===== config.mk =====
export PLATFORM = sky130hd
export DESIGN_NAME = spdsel_top
export DESIGN_NICKNAME = d
export VERILOG_FILES = /design/src/rtl/spdsel_pkg.sv /design/src/rtl/spdsel_top.sv
export SDC_FILE = /design/constraint.sdc
export NUM_CORES = 2
export LEC_CHECK = 0
export BUFFER_PORTS_ARGS = -buffer_cell sky130_fd_sc_hd__buf_2
export CAP_MARGIN = 30
export CORE_MARGIN = 2
export CORE_UTILIZATION = 65
export CTS_BUF_LIST = sky130_fd_sc_hd__clkbuf_8
export CTS_CLUSTER_DIAMETER = 40
export DETAILED_ROUTE_END_ITERATION = 10
export PLACE_DENSITY = 0.83
export REMOVE_ABC_BUFFERS = 1
export SLEW_MARGIN = 20
export SYNTH_ARGS = -nofsm -noshare
export SYNTH_HDL_FRONTEND = slang
export SYNTH_SLANG_ARGS = --single-unit

===== constraint.sdc =====
create_clock -name I_CLK -period 242.3 [get_ports I_CLK]
set_input_delay 48.46 -clock I_CLK [delete_from_list [all_inputs] [get_ports I_CLK]]
set_output_delay 48.46 -clock I_CLK [all_outputs]
set_load 0.05 [all_outputs]

===== src/rtl/spdsel_pkg.sv =====
// Package: register map, field widths, reset values and timing for the speed command selector
package spdsel_pkg;
	localparam int DW = 16;
	localparam logic [7:0] ADDR_SRC_SEL = 8'h00;
	localparam logic [7:0] ADDR_SPEED_BASE = 8'h04;
	localparam logic [7:0] ADDR_BIAS = 8'h24;
	localparam logic [7:0] ADDR_FILTER_TC = 8'h28;
	localparam logic [7:0] ADDR_DEAD_ZONE = 8'h2C;
	localparam logic [7:0] ADDR_ZERO_DRIFT = 8'h30;
	localparam logic [7:0] ADDR_STATUS = 8'h34;
	localparam logic [7:0] ADDR_CALIB = 8'h38;
	localparam logic [7:0] ADDR_SPEED_OUT = 8'h3C;
	localparam int NSEG = 8;
	localparam int SEG_W = 3;
	localparam logic signed [DW-1:0] SPEED_MIN = -16'sd5000;
	localparam logic signed [DW-1:0] SPEED_MAX = 16'sd5000;
	localparam logic signed [DW-1:0] DRIFT_MIN = -16'sd500;
	localparam logic signed [DW-1:0] DRIFT_MAX = 16'sd500;
	localparam logic signed [DW-1:0] BIAS_MIN = -16'sd5000;
	localparam logic signed [DW-1:0] BIAS_MAX = 16'sd5000;
	localparam logic [DW-1:0] DZ_MAX = 16'h03E8;
	localparam logic [DW-1:0] TC_MAX = 16'hEA60;
	localparam logic [DW-1:0] RST_SRC = 16'h0000;
	localparam logic [DW-1:0] RST_SPEED = 16'h0000;
	localparam logic [DW-1:0] RST_BIAS = 16'h0000;
	localparam logic [DW-1:0] RST_TC = 16'h00C8;
	localparam logic [DW-1:0] RST_DZ = 16'h0014;
	localparam logic [DW-1:0] RST_DRIFT = 16'h0000;
	// Filter tick: time constant unit 0.01 ms at 40 MHz
	localparam int CLK_HZ = 40000000;
	localparam int TC_UNIT_NS = 10000;
	localparam int TICK_CYC = (TC_UNIT_NS * (CLK_HZ / 1000000)) / 1000;
	localparam logic [8:0] TICK_LAST = 9'(TICK_CYC - 1);
	// Analog scale: rpm = mV * SCALE_NUM >> SCALE_SHIFT
	localparam logic signed [DW-1:0] SCALE_NUM = 16'sh0200;
	localparam int SCALE_SHIFT = 10;
	localparam int ACC_FRAC = 16;
endpackage : spdsel_pkg


===== src/rtl/spdsel_top.sv =====
// Speed command selector: stored segment table or conditioned analog channel 1
`timescale 1ns/100ps
module spdsel_top
	import spdsel_pkg::*;
(
	input wire logic I_CLK,
	input wire logic I_RST_N,
	input wire logic I_PSEL,
	input wire logic I_PENABLE,
	input wire logic I_PWRITE,
	input wire logic [7:0] I_PADDR,
	input wire logic [31:0] I_PWDATA,
	output logic [31:0] O_PRDATA,
	output logic O_PREADY,
	output logic O_PSLVERR,
	input wire logic I_SEGMENT_SELECT_BIT0,
	input wire logic I_SEGMENT_SELECT_BIT1,
	input wire logic I_SEGMENT_SELECT_BIT2,
	input wire logic I_DRIVE_RUNNING,
	input wire logic I_ANALOG_SPEED_VALID,
	input wire logic signed [DW-1:0] I_ANALOG_SPEED_CHANNEL,
	input wire logic signed [DW-1:0] I_ANALOG_LIMIT_CHANNEL,
	output logic signed [DW-1:0] O_SPEED_CMD,
	output logic [SEG_W-1:0] O_SEGMENT_INDEX,
	output logic signed [DW-1:0] O_SPEED_LIMIT_MV
);
	typedef enum logic {SPDSEL_IDLE, SPDSEL_ACCESS} spdsel_state_t;
	spdsel_state_t bus_q;
	logic [SEG_W-1:0] sel_m_q, sel_s_q;
	logic run_m_q, run_s_q;
	logic src_q;
	logic signed [DW-1:0] speed_q [NSEG];
	logic signed [DW-1:0] bias_q, drift_q, limit_m_q, limit_s_q;
	logic [DW-1:0] tc_q, dz_q;
	logic cal_req_q, src_rej_q;
	logic signed [DW-1:0] ai_m_q, ai_s_q;
	logic av_m_q, av_s_q;
	logic [8:0] tick_q;
	logic signed [DW+ACC_FRAC+1:0] acc_q;
	logic signed [DW-1:0] speed_out_q;
	logic [31:0] prdata_q;
	logic pready_q, pslverr_q;

	wire acc_now = I_PSEL && I_PENABLE && bus_q == SPDSEL_ACCESS;
	// Writes land on the edge that completes the transfer, never on the first access edge
	wire wr_now = I_PSEL && I_PENABLE && pready_q && I_PWRITE;
	wire signed [DW-1:0] wdat = I_PWDATA[DW-1:0];
	wire [7:0] seg_off = I_PADDR - ADDR_SPEED_BASE;
	wire is_seg = I_PADDR >= ADDR_SPEED_BASE && I_PADDR < ADDR_BIAS && I_PADDR[1:0] == 2'h0;
	wire [SEG_W-1:0] seg_wi = seg_off[SEG_W+1:2];
	wire mapped = is_seg || I_PADDR == ADDR_SRC_SEL || I_PADDR == ADDR_BIAS || I_PADDR == ADDR_FILTER_TC
		|| I_PADDR == ADDR_DEAD_ZONE || I_PADDR == ADDR_ZERO_DRIFT || I_PADDR == ADDR_STATUS
		|| I_PADDR == ADDR_CALIB || I_PADDR == ADDR_SPEED_OUT;

	// Clamp helper keeps writes inside documented ranges
	function automatic logic signed [DW-1:0] clampv(input logic signed [DW-1:0] v,
		input logic signed [DW-1:0] lo, input logic signed [DW-1:0] hi);
		clampv = v < lo ? lo : (v > hi ? hi : v);
	endfunction : clampv

	// Two-flop synchronisers for pins and the analog sample port
	always_ff @(posedge I_CLK) begin
		if (!I_RST_N) begin
			sel_m_q <= 3'h0;
			sel_s_q <= 3'h0;
			run_m_q <= 1'b0;
			run_s_q <= 1'b0;
			ai_m_q <= 16'sh0000;
			ai_s_q <= 16'sh0000;
			av_m_q <= 1'b0;
			av_s_q <= 1'b0;
			limit_m_q <= 16'sh0000;
			limit_s_q <= 16'sh0000;
		end else begin
			sel_m_q <= {I_SEGMENT_SELECT_BIT2, I_SEGMENT_SELECT_BIT1, I_SEGMENT_SELECT_BIT0};
			sel_s_q <= sel_m_q;
			run_m_q <= I_DRIVE_RUNNING;
			run_s_q <= run_m_q;
			ai_m_q <= I_ANALOG_SPEED_CHANNEL;
			ai_s_q <= ai_m_q;
			av_m_q <= I_ANALOG_SPEED_VALID;
			av_s_q <= av_m_q;
			limit_m_q <= I_ANALOG_LIMIT_CHANNEL;
			limit_s_q <= limit_m_q;
		end
	end

	// APB slave: access phase with one wait state, error on unmapped address
	always_ff @(posedge I_CLK) begin
		if (!I_RST_N) begin
			bus_q <= SPDSEL_IDLE;
		end else begin
			bus_q <= (I_PSEL && !acc_now) ? SPDSEL_ACCESS : SPDSEL_IDLE;
		end
	end

	always_ff @(posedge I_CLK) begin
		if (!I_RST_N) begin
			src_q <= RST_SRC[0];
			bias_q <= RST_BIAS;
			tc_q <= RST_TC;
			dz_q <= RST_DZ;
			src_rej_q <= 1'b0;
		end else if (wr_now) begin
			if (I_PADDR == ADDR_SRC_SEL) begin
				if (!run_s_q) begin
					src_q <= wdat[0];
				end
				src_rej_q <= run_s_q;
			end
			if (I_PADDR == ADDR_BIAS) bias_q <= clampv(wdat, BIAS_MIN, BIAS_MAX);
			if (I_PADDR == ADDR_FILTER_TC) tc_q <= wdat > TC_MAX ? TC_MAX : wdat;
			if (I_PADDR == ADDR_DEAD_ZONE) dz_q <= wdat > DZ_MAX ? DZ_MAX : wdat;
		end
	end

	genvar g;
	generate
		for (g = 0; g < NSEG; g++) begin : g_seg
			always_ff @(posedge I_CLK) begin
				if (!I_RST_N) begin
					speed_q[g] <= RST_SPEED;
				end else if (wr_now && is_seg && seg_wi == SEG_W'(g)) begin
					speed_q[g] <= clampv(wdat, SPEED_MIN, SPEED_MAX);
				end
			end

		end
	endgenerate

	// Auto calibration latches the raw sample taken with zero input
	always_ff @(posedge I_CLK) begin
		if (!I_RST_N) begin
			drift_q <= RST_DRIFT;
			cal_req_q <= 1'b0;
		end else if (wr_now && I_PADDR == ADDR_ZERO_DRIFT) begin
			drift_q <= clampv(wdat, DRIFT_MIN, DRIFT_MAX);
		end else if (wr_now && I_PADDR == ADDR_CALIB && wdat[0]) begin
			cal_req_q <= 1'b1;
		end else if (cal_req_q && av_s_q) begin
			drift_q <= clampv(ai_s_q, DRIFT_MIN, DRIFT_MAX);
			cal_req_q <= 1'b0;
		end
	end

	// Conditioning chain: drift, bias, symmetric dead zone, then filter
	wire signed [DW+1:0] corr = 18'(ai_s_q) - 18'(drift_q) - 18'(bias_q);
	wire signed [DW+1:0] half_dz = 18'({1'b0, dz_q} >> 1);
	wire in_dz = corr <= half_dz && corr >= -half_dz;
	wire signed [DW+1:0] cond = in_dz ? 18'sh0 : corr;
	wire signed [DW+ACC_FRAC+1:0] cond_x = 34'(cond) <<< ACC_FRAC;
	wire signed [DW+ACC_FRAC+1:0] diff = cond_x - acc_q;
	wire signed [DW+ACC_FRAC+1:0] step = tc_q == 16'h0000 ? diff : diff / $signed({1'b0, tc_q});
	// Rounded, so a settled filter reaches its input despite truncated steps
	wire signed [DW+ACC_FRAC+1:0] acc_rnd = acc_q + (34'sh1 <<< (ACC_FRAC - 1));
	wire signed [DW+1:0] filt = 18'(acc_rnd >>> ACC_FRAC);
	wire signed [DW+DW+1:0] scaled_w = 34'(filt) * 34'(SCALE_NUM);
	wire signed [DW+DW+1:0] scaled_s = scaled_w >>> SCALE_SHIFT;
	wire signed [DW-1:0] ana_rpm = scaled_s > 34'(SPEED_MAX) ? SPEED_MAX
		: (scaled_s < 34'(SPEED_MIN) ? SPEED_MIN : DW'(scaled_s));
	wire signed [DW-1:0] int_rpm = speed_q[sel_s_q];
	wire signed [DW-1:0] speed_d = src_q ? ana_rpm : int_rpm;

	// First-order low-pass: one update per 0.01 ms, step = error / tc
	always_ff @(posedge I_CLK) begin
		if (!I_RST_N) begin
			tick_q <= 9'h000;
			acc_q <= '0;
		end else begin
			tick_q <= tick_q == TICK_LAST ? 9'h000 : tick_q + 9'h001;
			if (tick_q == TICK_LAST) acc_q <= acc_q + step;
		end
	end

	always_ff @(posedge I_CLK) begin
		if (!I_RST_N) begin
			speed_out_q <= 16'sh0000;
			O_SPEED_CMD <= 16'sh0000;
			O_SEGMENT_INDEX <= 3'h0;
			O_SPEED_LIMIT_MV <= 16'sh0000;
		end else begin
			speed_out_q <= speed_d;
			O_SPEED_CMD <= speed_d;
			O_SEGMENT_INDEX <= sel_s_q;
			O_SPEED_LIMIT_MV <= limit_s_q;
		end
	end

	// Read mux
	logic [31:0] rd_d;
	always_comb begin
		rd_d = 32'h0000_0000;
		if (is_seg) rd_d = {{16{speed_q[seg_wi][DW-1]}}, speed_q[seg_wi]};
		if (I_PADDR == ADDR_SRC_SEL) rd_d = {31'h0, src_q};
		if (I_PADDR == ADDR_BIAS) rd_d = {{16{bias_q[DW-1]}}, bias_q};
		if (I_PADDR == ADDR_FILTER_TC) rd_d = {16'h0, tc_q};
		if (I_PADDR == ADDR_DEAD_ZONE) rd_d = {16'h0, dz_q};
		if (I_PADDR == ADDR_ZERO_DRIFT) rd_d = {{16{drift_q[DW-1]}}, drift_q};
		if (I_PADDR == ADDR_STATUS) rd_d = {24'h0, src_rej_q, run_s_q, cal_req_q, 2'h0, sel_s_q};
		if (I_PADDR == ADDR_CALIB) rd_d = {31'h0, cal_req_q};
		if (I_PADDR == ADDR_SPEED_OUT) rd_d = {{16{speed_out_q[DW-1]}}, speed_out_q};
	end

	// Ready and data registered: answer one cycle after the access phase starts
	always_ff @(posedge I_CLK) begin
		if (!I_RST_N) begin
			pready_q <= 1'b0;
			pslverr_q <= 1'b0;
			prdata_q <= 32'h0000_0000;
		end else begin
			pready_q <= I_PSEL && I_PENABLE && !pready_q;
			pslverr_q <= I_PSEL && I_PENABLE && !pready_q && !mapped;
			prdata_q <= (I_PSEL && !I_PWRITE) ? rd_d : 32'h0000_0000;
		end
	end
	assign O_PREADY = pready_q;
	assign O_PSLVERR = pslverr_q;
	assign O_PRDATA = prdata_q;
endmodule : spdsel_top

==> metrics.md <==
| Metric | Value |
|---|---|
| Most common cell after layout, fill and taps aside | `nor2_1` |
| Mapped Area | `0.0484 mm²` |
| Commonest cells after routing, fill and taps aside | `nor2_1 (718), ha_1 (534), nand2_1 (506)` |
| Total routing usage reported by global routing | `39.4%` |
| Maximum clock rate | `7.27 MHz` |
| Transition time at the pin with the least slew margin | `1.06 ns` |
| Quantity of gates resized following cts | `0` |
| CP arrival | `138.20 ns` |
| Unrepaired setup endpoints after global routing | `false` |
| Hold violation count in the final report | `0` |
| Number of synthesized flops with an enable pin | `128` |
| DRC violations left | `0` |
| Initial DRT Pass Iterations | `9` |
| Vias after detailed routing | `49.7k` |
| Total number of placement rows | `100` |
| Main area contributors after synthesis | `ha_1 (14%), dfxtp_1 (9.8%), edfxtp_1 (7.9%)` |
| Die Span Y | `277 µm` |
| Asr flop ratio synth | `0%` |
| Hold Path Origin | `ai_m_q[14]` |
| Die X | `277 µm` |
| Xor-xnor portion of the synthesized cell area | `6.26%` |
| Area enclosed by the die boundary | `0.0767 mm²` |
| Share of the synthesized area in the top cell type | `13.8%` |
| Unique cell type count in the Yosys netlist | `131` |
| Capture endpoint of the worst hold path | `ai_s_q[14]` |
| Total congestion overflow | `0` |
| Iteration-0 DRC count of the detailed router | `5861` |
| Number of global-route vias before repair | `45.6k` |
| Number of antenna violations at the first check in global routing | `0` |
| Pin count of the biggest net entering global routing | `84` |
| Clock tree root driver cell | `clkbuf_8` |
| ANT nets after route | `0` |
| Worst-path cell with the longest stage delay | `a221oi_1` |
| Crit-path max cell delay | `0.83 ns` |
| Total number of yosys warnings | `0` |
| Share of layout cells above drive strength 1 | `10.6%` |
| Setup slack of the most critical reg-to-reg path | `104.73 ns` |
| Synthesized-area fraction occupied by ao, oa, aoi and oai cells | `25.3%` |
| Buffers inserted by post-CTS timing repair | `0` |
| Initial core utilization | `65.4%` |
| Count of final setup violators | `0` |
| Total area of multi-input combinational cells | `0.0381 mm²` |
| Crit path required time | `242.93 ns` |
| Max-Slew Margin vs Limit | `28.9%` |
| FF-to-FF End | `acc_q[33]` |
| Buf+Inv Stages, Crit Path | `29` |
| Max FFs per register | `128` |
| Accumulated negative setup slack | `0 ns` |
| Ratio of final minimum period to clock period | `56.8%` |
| Filler Cell Count | `6289` |
| Dominant synthesized flop cell | `dfxtp_1` |
| Global-route wire length before repair | `246 mm` |
| Setup WS post-layout | `104.73 ns` |
| Most used cell along the critical path | `o21a_1` |
| Routability congestion estimate | `1.01` |
| Count of input and output buffers | `134` |
| Area fraction in and, or, nand and nor cells after synthesis | `25.9%` |
| Clock-pin slew on the worst setup and hold paths | `0.07 ns` |
| Reported max-cap violation count | `0` |
| Hold WC Path Type | `flop to flop` |
| Cell family with the largest share of critical-path delay | `compound AO/OA/AOI/OAI gates` |
| Share of synthesized cell area in full adder, half adder and majority cells | `14.6%` |
| Category of the worst setup path capture point | `flop` |
| Hold-critical path depth | `1` |
| Cell type with the largest total area after synthesis | `ha_1` |
| CTS buffer count | `57` |
| Final clock skew | `0.0616 ns` |
| Area added between synthesis and finish | `5.62%` |
| Worst setup slack after placement | `108.66 ns` |
| Fraction of the yosys area taken by sequential cells | `17.8%` |
| Sequential standard cell area | `0.00861 mm²` |
| Post-route minimum period | `137.57 ns` |
| Post-Syn Instances | `6239` |
| Post-Synthesis Mean Instance Area | `7.76 µm²` |
| Critical path type | `flop to flop` |
| Final net count | `6898` |
| Result of the run | `finished clean` |
| Register with the most flip-flops | `speed_q` |
| Core outline area | `0.0741 mm²` |
| Post-CTS Hold Buffers | `0` |
| Clock Tree Buf Depth | `3` |
| Reg-to-Reg Start | `bias_q[3]` |
| Combinational family with the most area after synthesis | `simple AND/OR/NAND/NOR gates` |
| Wire length per cell | `21.7 µm` |
| Via count normalized by instance count | `6.82` |
| Sum of routed wire length over all layers | `158 mm` |
| TritonCTS clock tree | `done` |
| Number of antenna diodes | `0` |
| Top Ports | `151` |
| Max Fanout on Critical Path | `51` |
| Worst R2R Path Depth | `575` |
| Clock Latency Late Sink | `0.72 ns` |
| Launching element type of the critical path | `flop` |
| H-tree levels | `2` |
| Number of max-slew violations in the final report | `0` |
| Post-DP HPWL | `119 mm` |
| Post-synthesis sequential element count | `366` |
| Mux contribution to synthesized area | `6.63%` |
| Total clock sinks | `366` |
-- cell families after synthesis --
group           Yosys count
simple gates           2507
compound gates         1802
fa+ha+maj               556
buf+inv                 441
flops                   366
xor+xnor                343
mux                     224
-- layout make-up --
cell class / count / share of cell area, %
multi-input combinational: 5432 / 74.5
tap: 969 / 2.37
inverter: 187 / 1.37
clock inverter: 45 / 0.616
clock buffer: 61 / 1.64
timing repair buffer: 220 / 2.68
sequential: 366 / 16.8
-- cell usage after synthesis (21+ instances only) --
cell and count:
clkbuf_1 199, or2_2 87, o21ai_0 285, nand2b_1 78
ha_1 535, xor2_1 128, and2_1 200, a211oi_1 47
o221ai_1 22, a21oi_1 451, a22oi_1 23, o21ai_1 25
nor2_1 720, nor4_1 56, and3_1 54, nand3_1 121
o31ai_1 110, mux2_2 96, inv_1 186, o21a_1 246
xnor2_1 213, dfxtp_1 238, a21boi_0 21, nor3_1 301
mux2i_1 58, mux4_2 65, o21bai_1 41, nand2_1 507
buf_1 21, a21o_1 103, o22ai_1 25, a211o_1 24
nor2b_1 92, o211ai_1 64, a31oi_1 59, edfxtp_1 128
nand4_1 81, and4_1 23, or3_1 66
-- stage by stage --
step / std cells / util, % / area (µm²) / hold WS [ns]
after floorplan: 5985 / - / 47400 / 0.412
after global placement: 7158 / 67.3 / 49800 / 0.414
after detailed placement: 7168 / 67.4 / 49900 / 0.418
after CTS: 7274 / 69.0 / 51100 / 0.432
after global routing: 7280 / 69.1 / 51200 / 0.442
final: 7280 / 69.1 / 51200 / 0.428
-- worst max-delay path by stage --
stage / start / to / slack [ns] / cells past startpoint
3_3_place_gp: drift_q[0] / acc_q[33] / 110.16 / 575
2_1_floorplan: bias_q[0] / acc_q[33] / 123.16 / 573
5_1_grt: drift_q[0] / acc_q[33] / 94.81 / 583
4_1_cts: drift_q[0] / acc_q[33] / 107.96 / 575
6_report: bias_q[3] / acc_q[33] / 104.73 / 575
3_5_place_dp: drift_q[0] / acc_q[33] / 108.66 / 575
-- per-layer routing --
layer / track usage (%) / wire (µm) / vias up
met2: 61.2 / 67600 / 2801
met5: 0 / 0 / -
met4: 17.5 / 7990 / 0
met3: 6.87 / 18300 / 518
met1: 53.7 / 64300 / 23094
li1: - / - / 23257
Power is not shown: default switching activity piles up to over one toggle a cycle in this logic, so the estimate is an artifact.
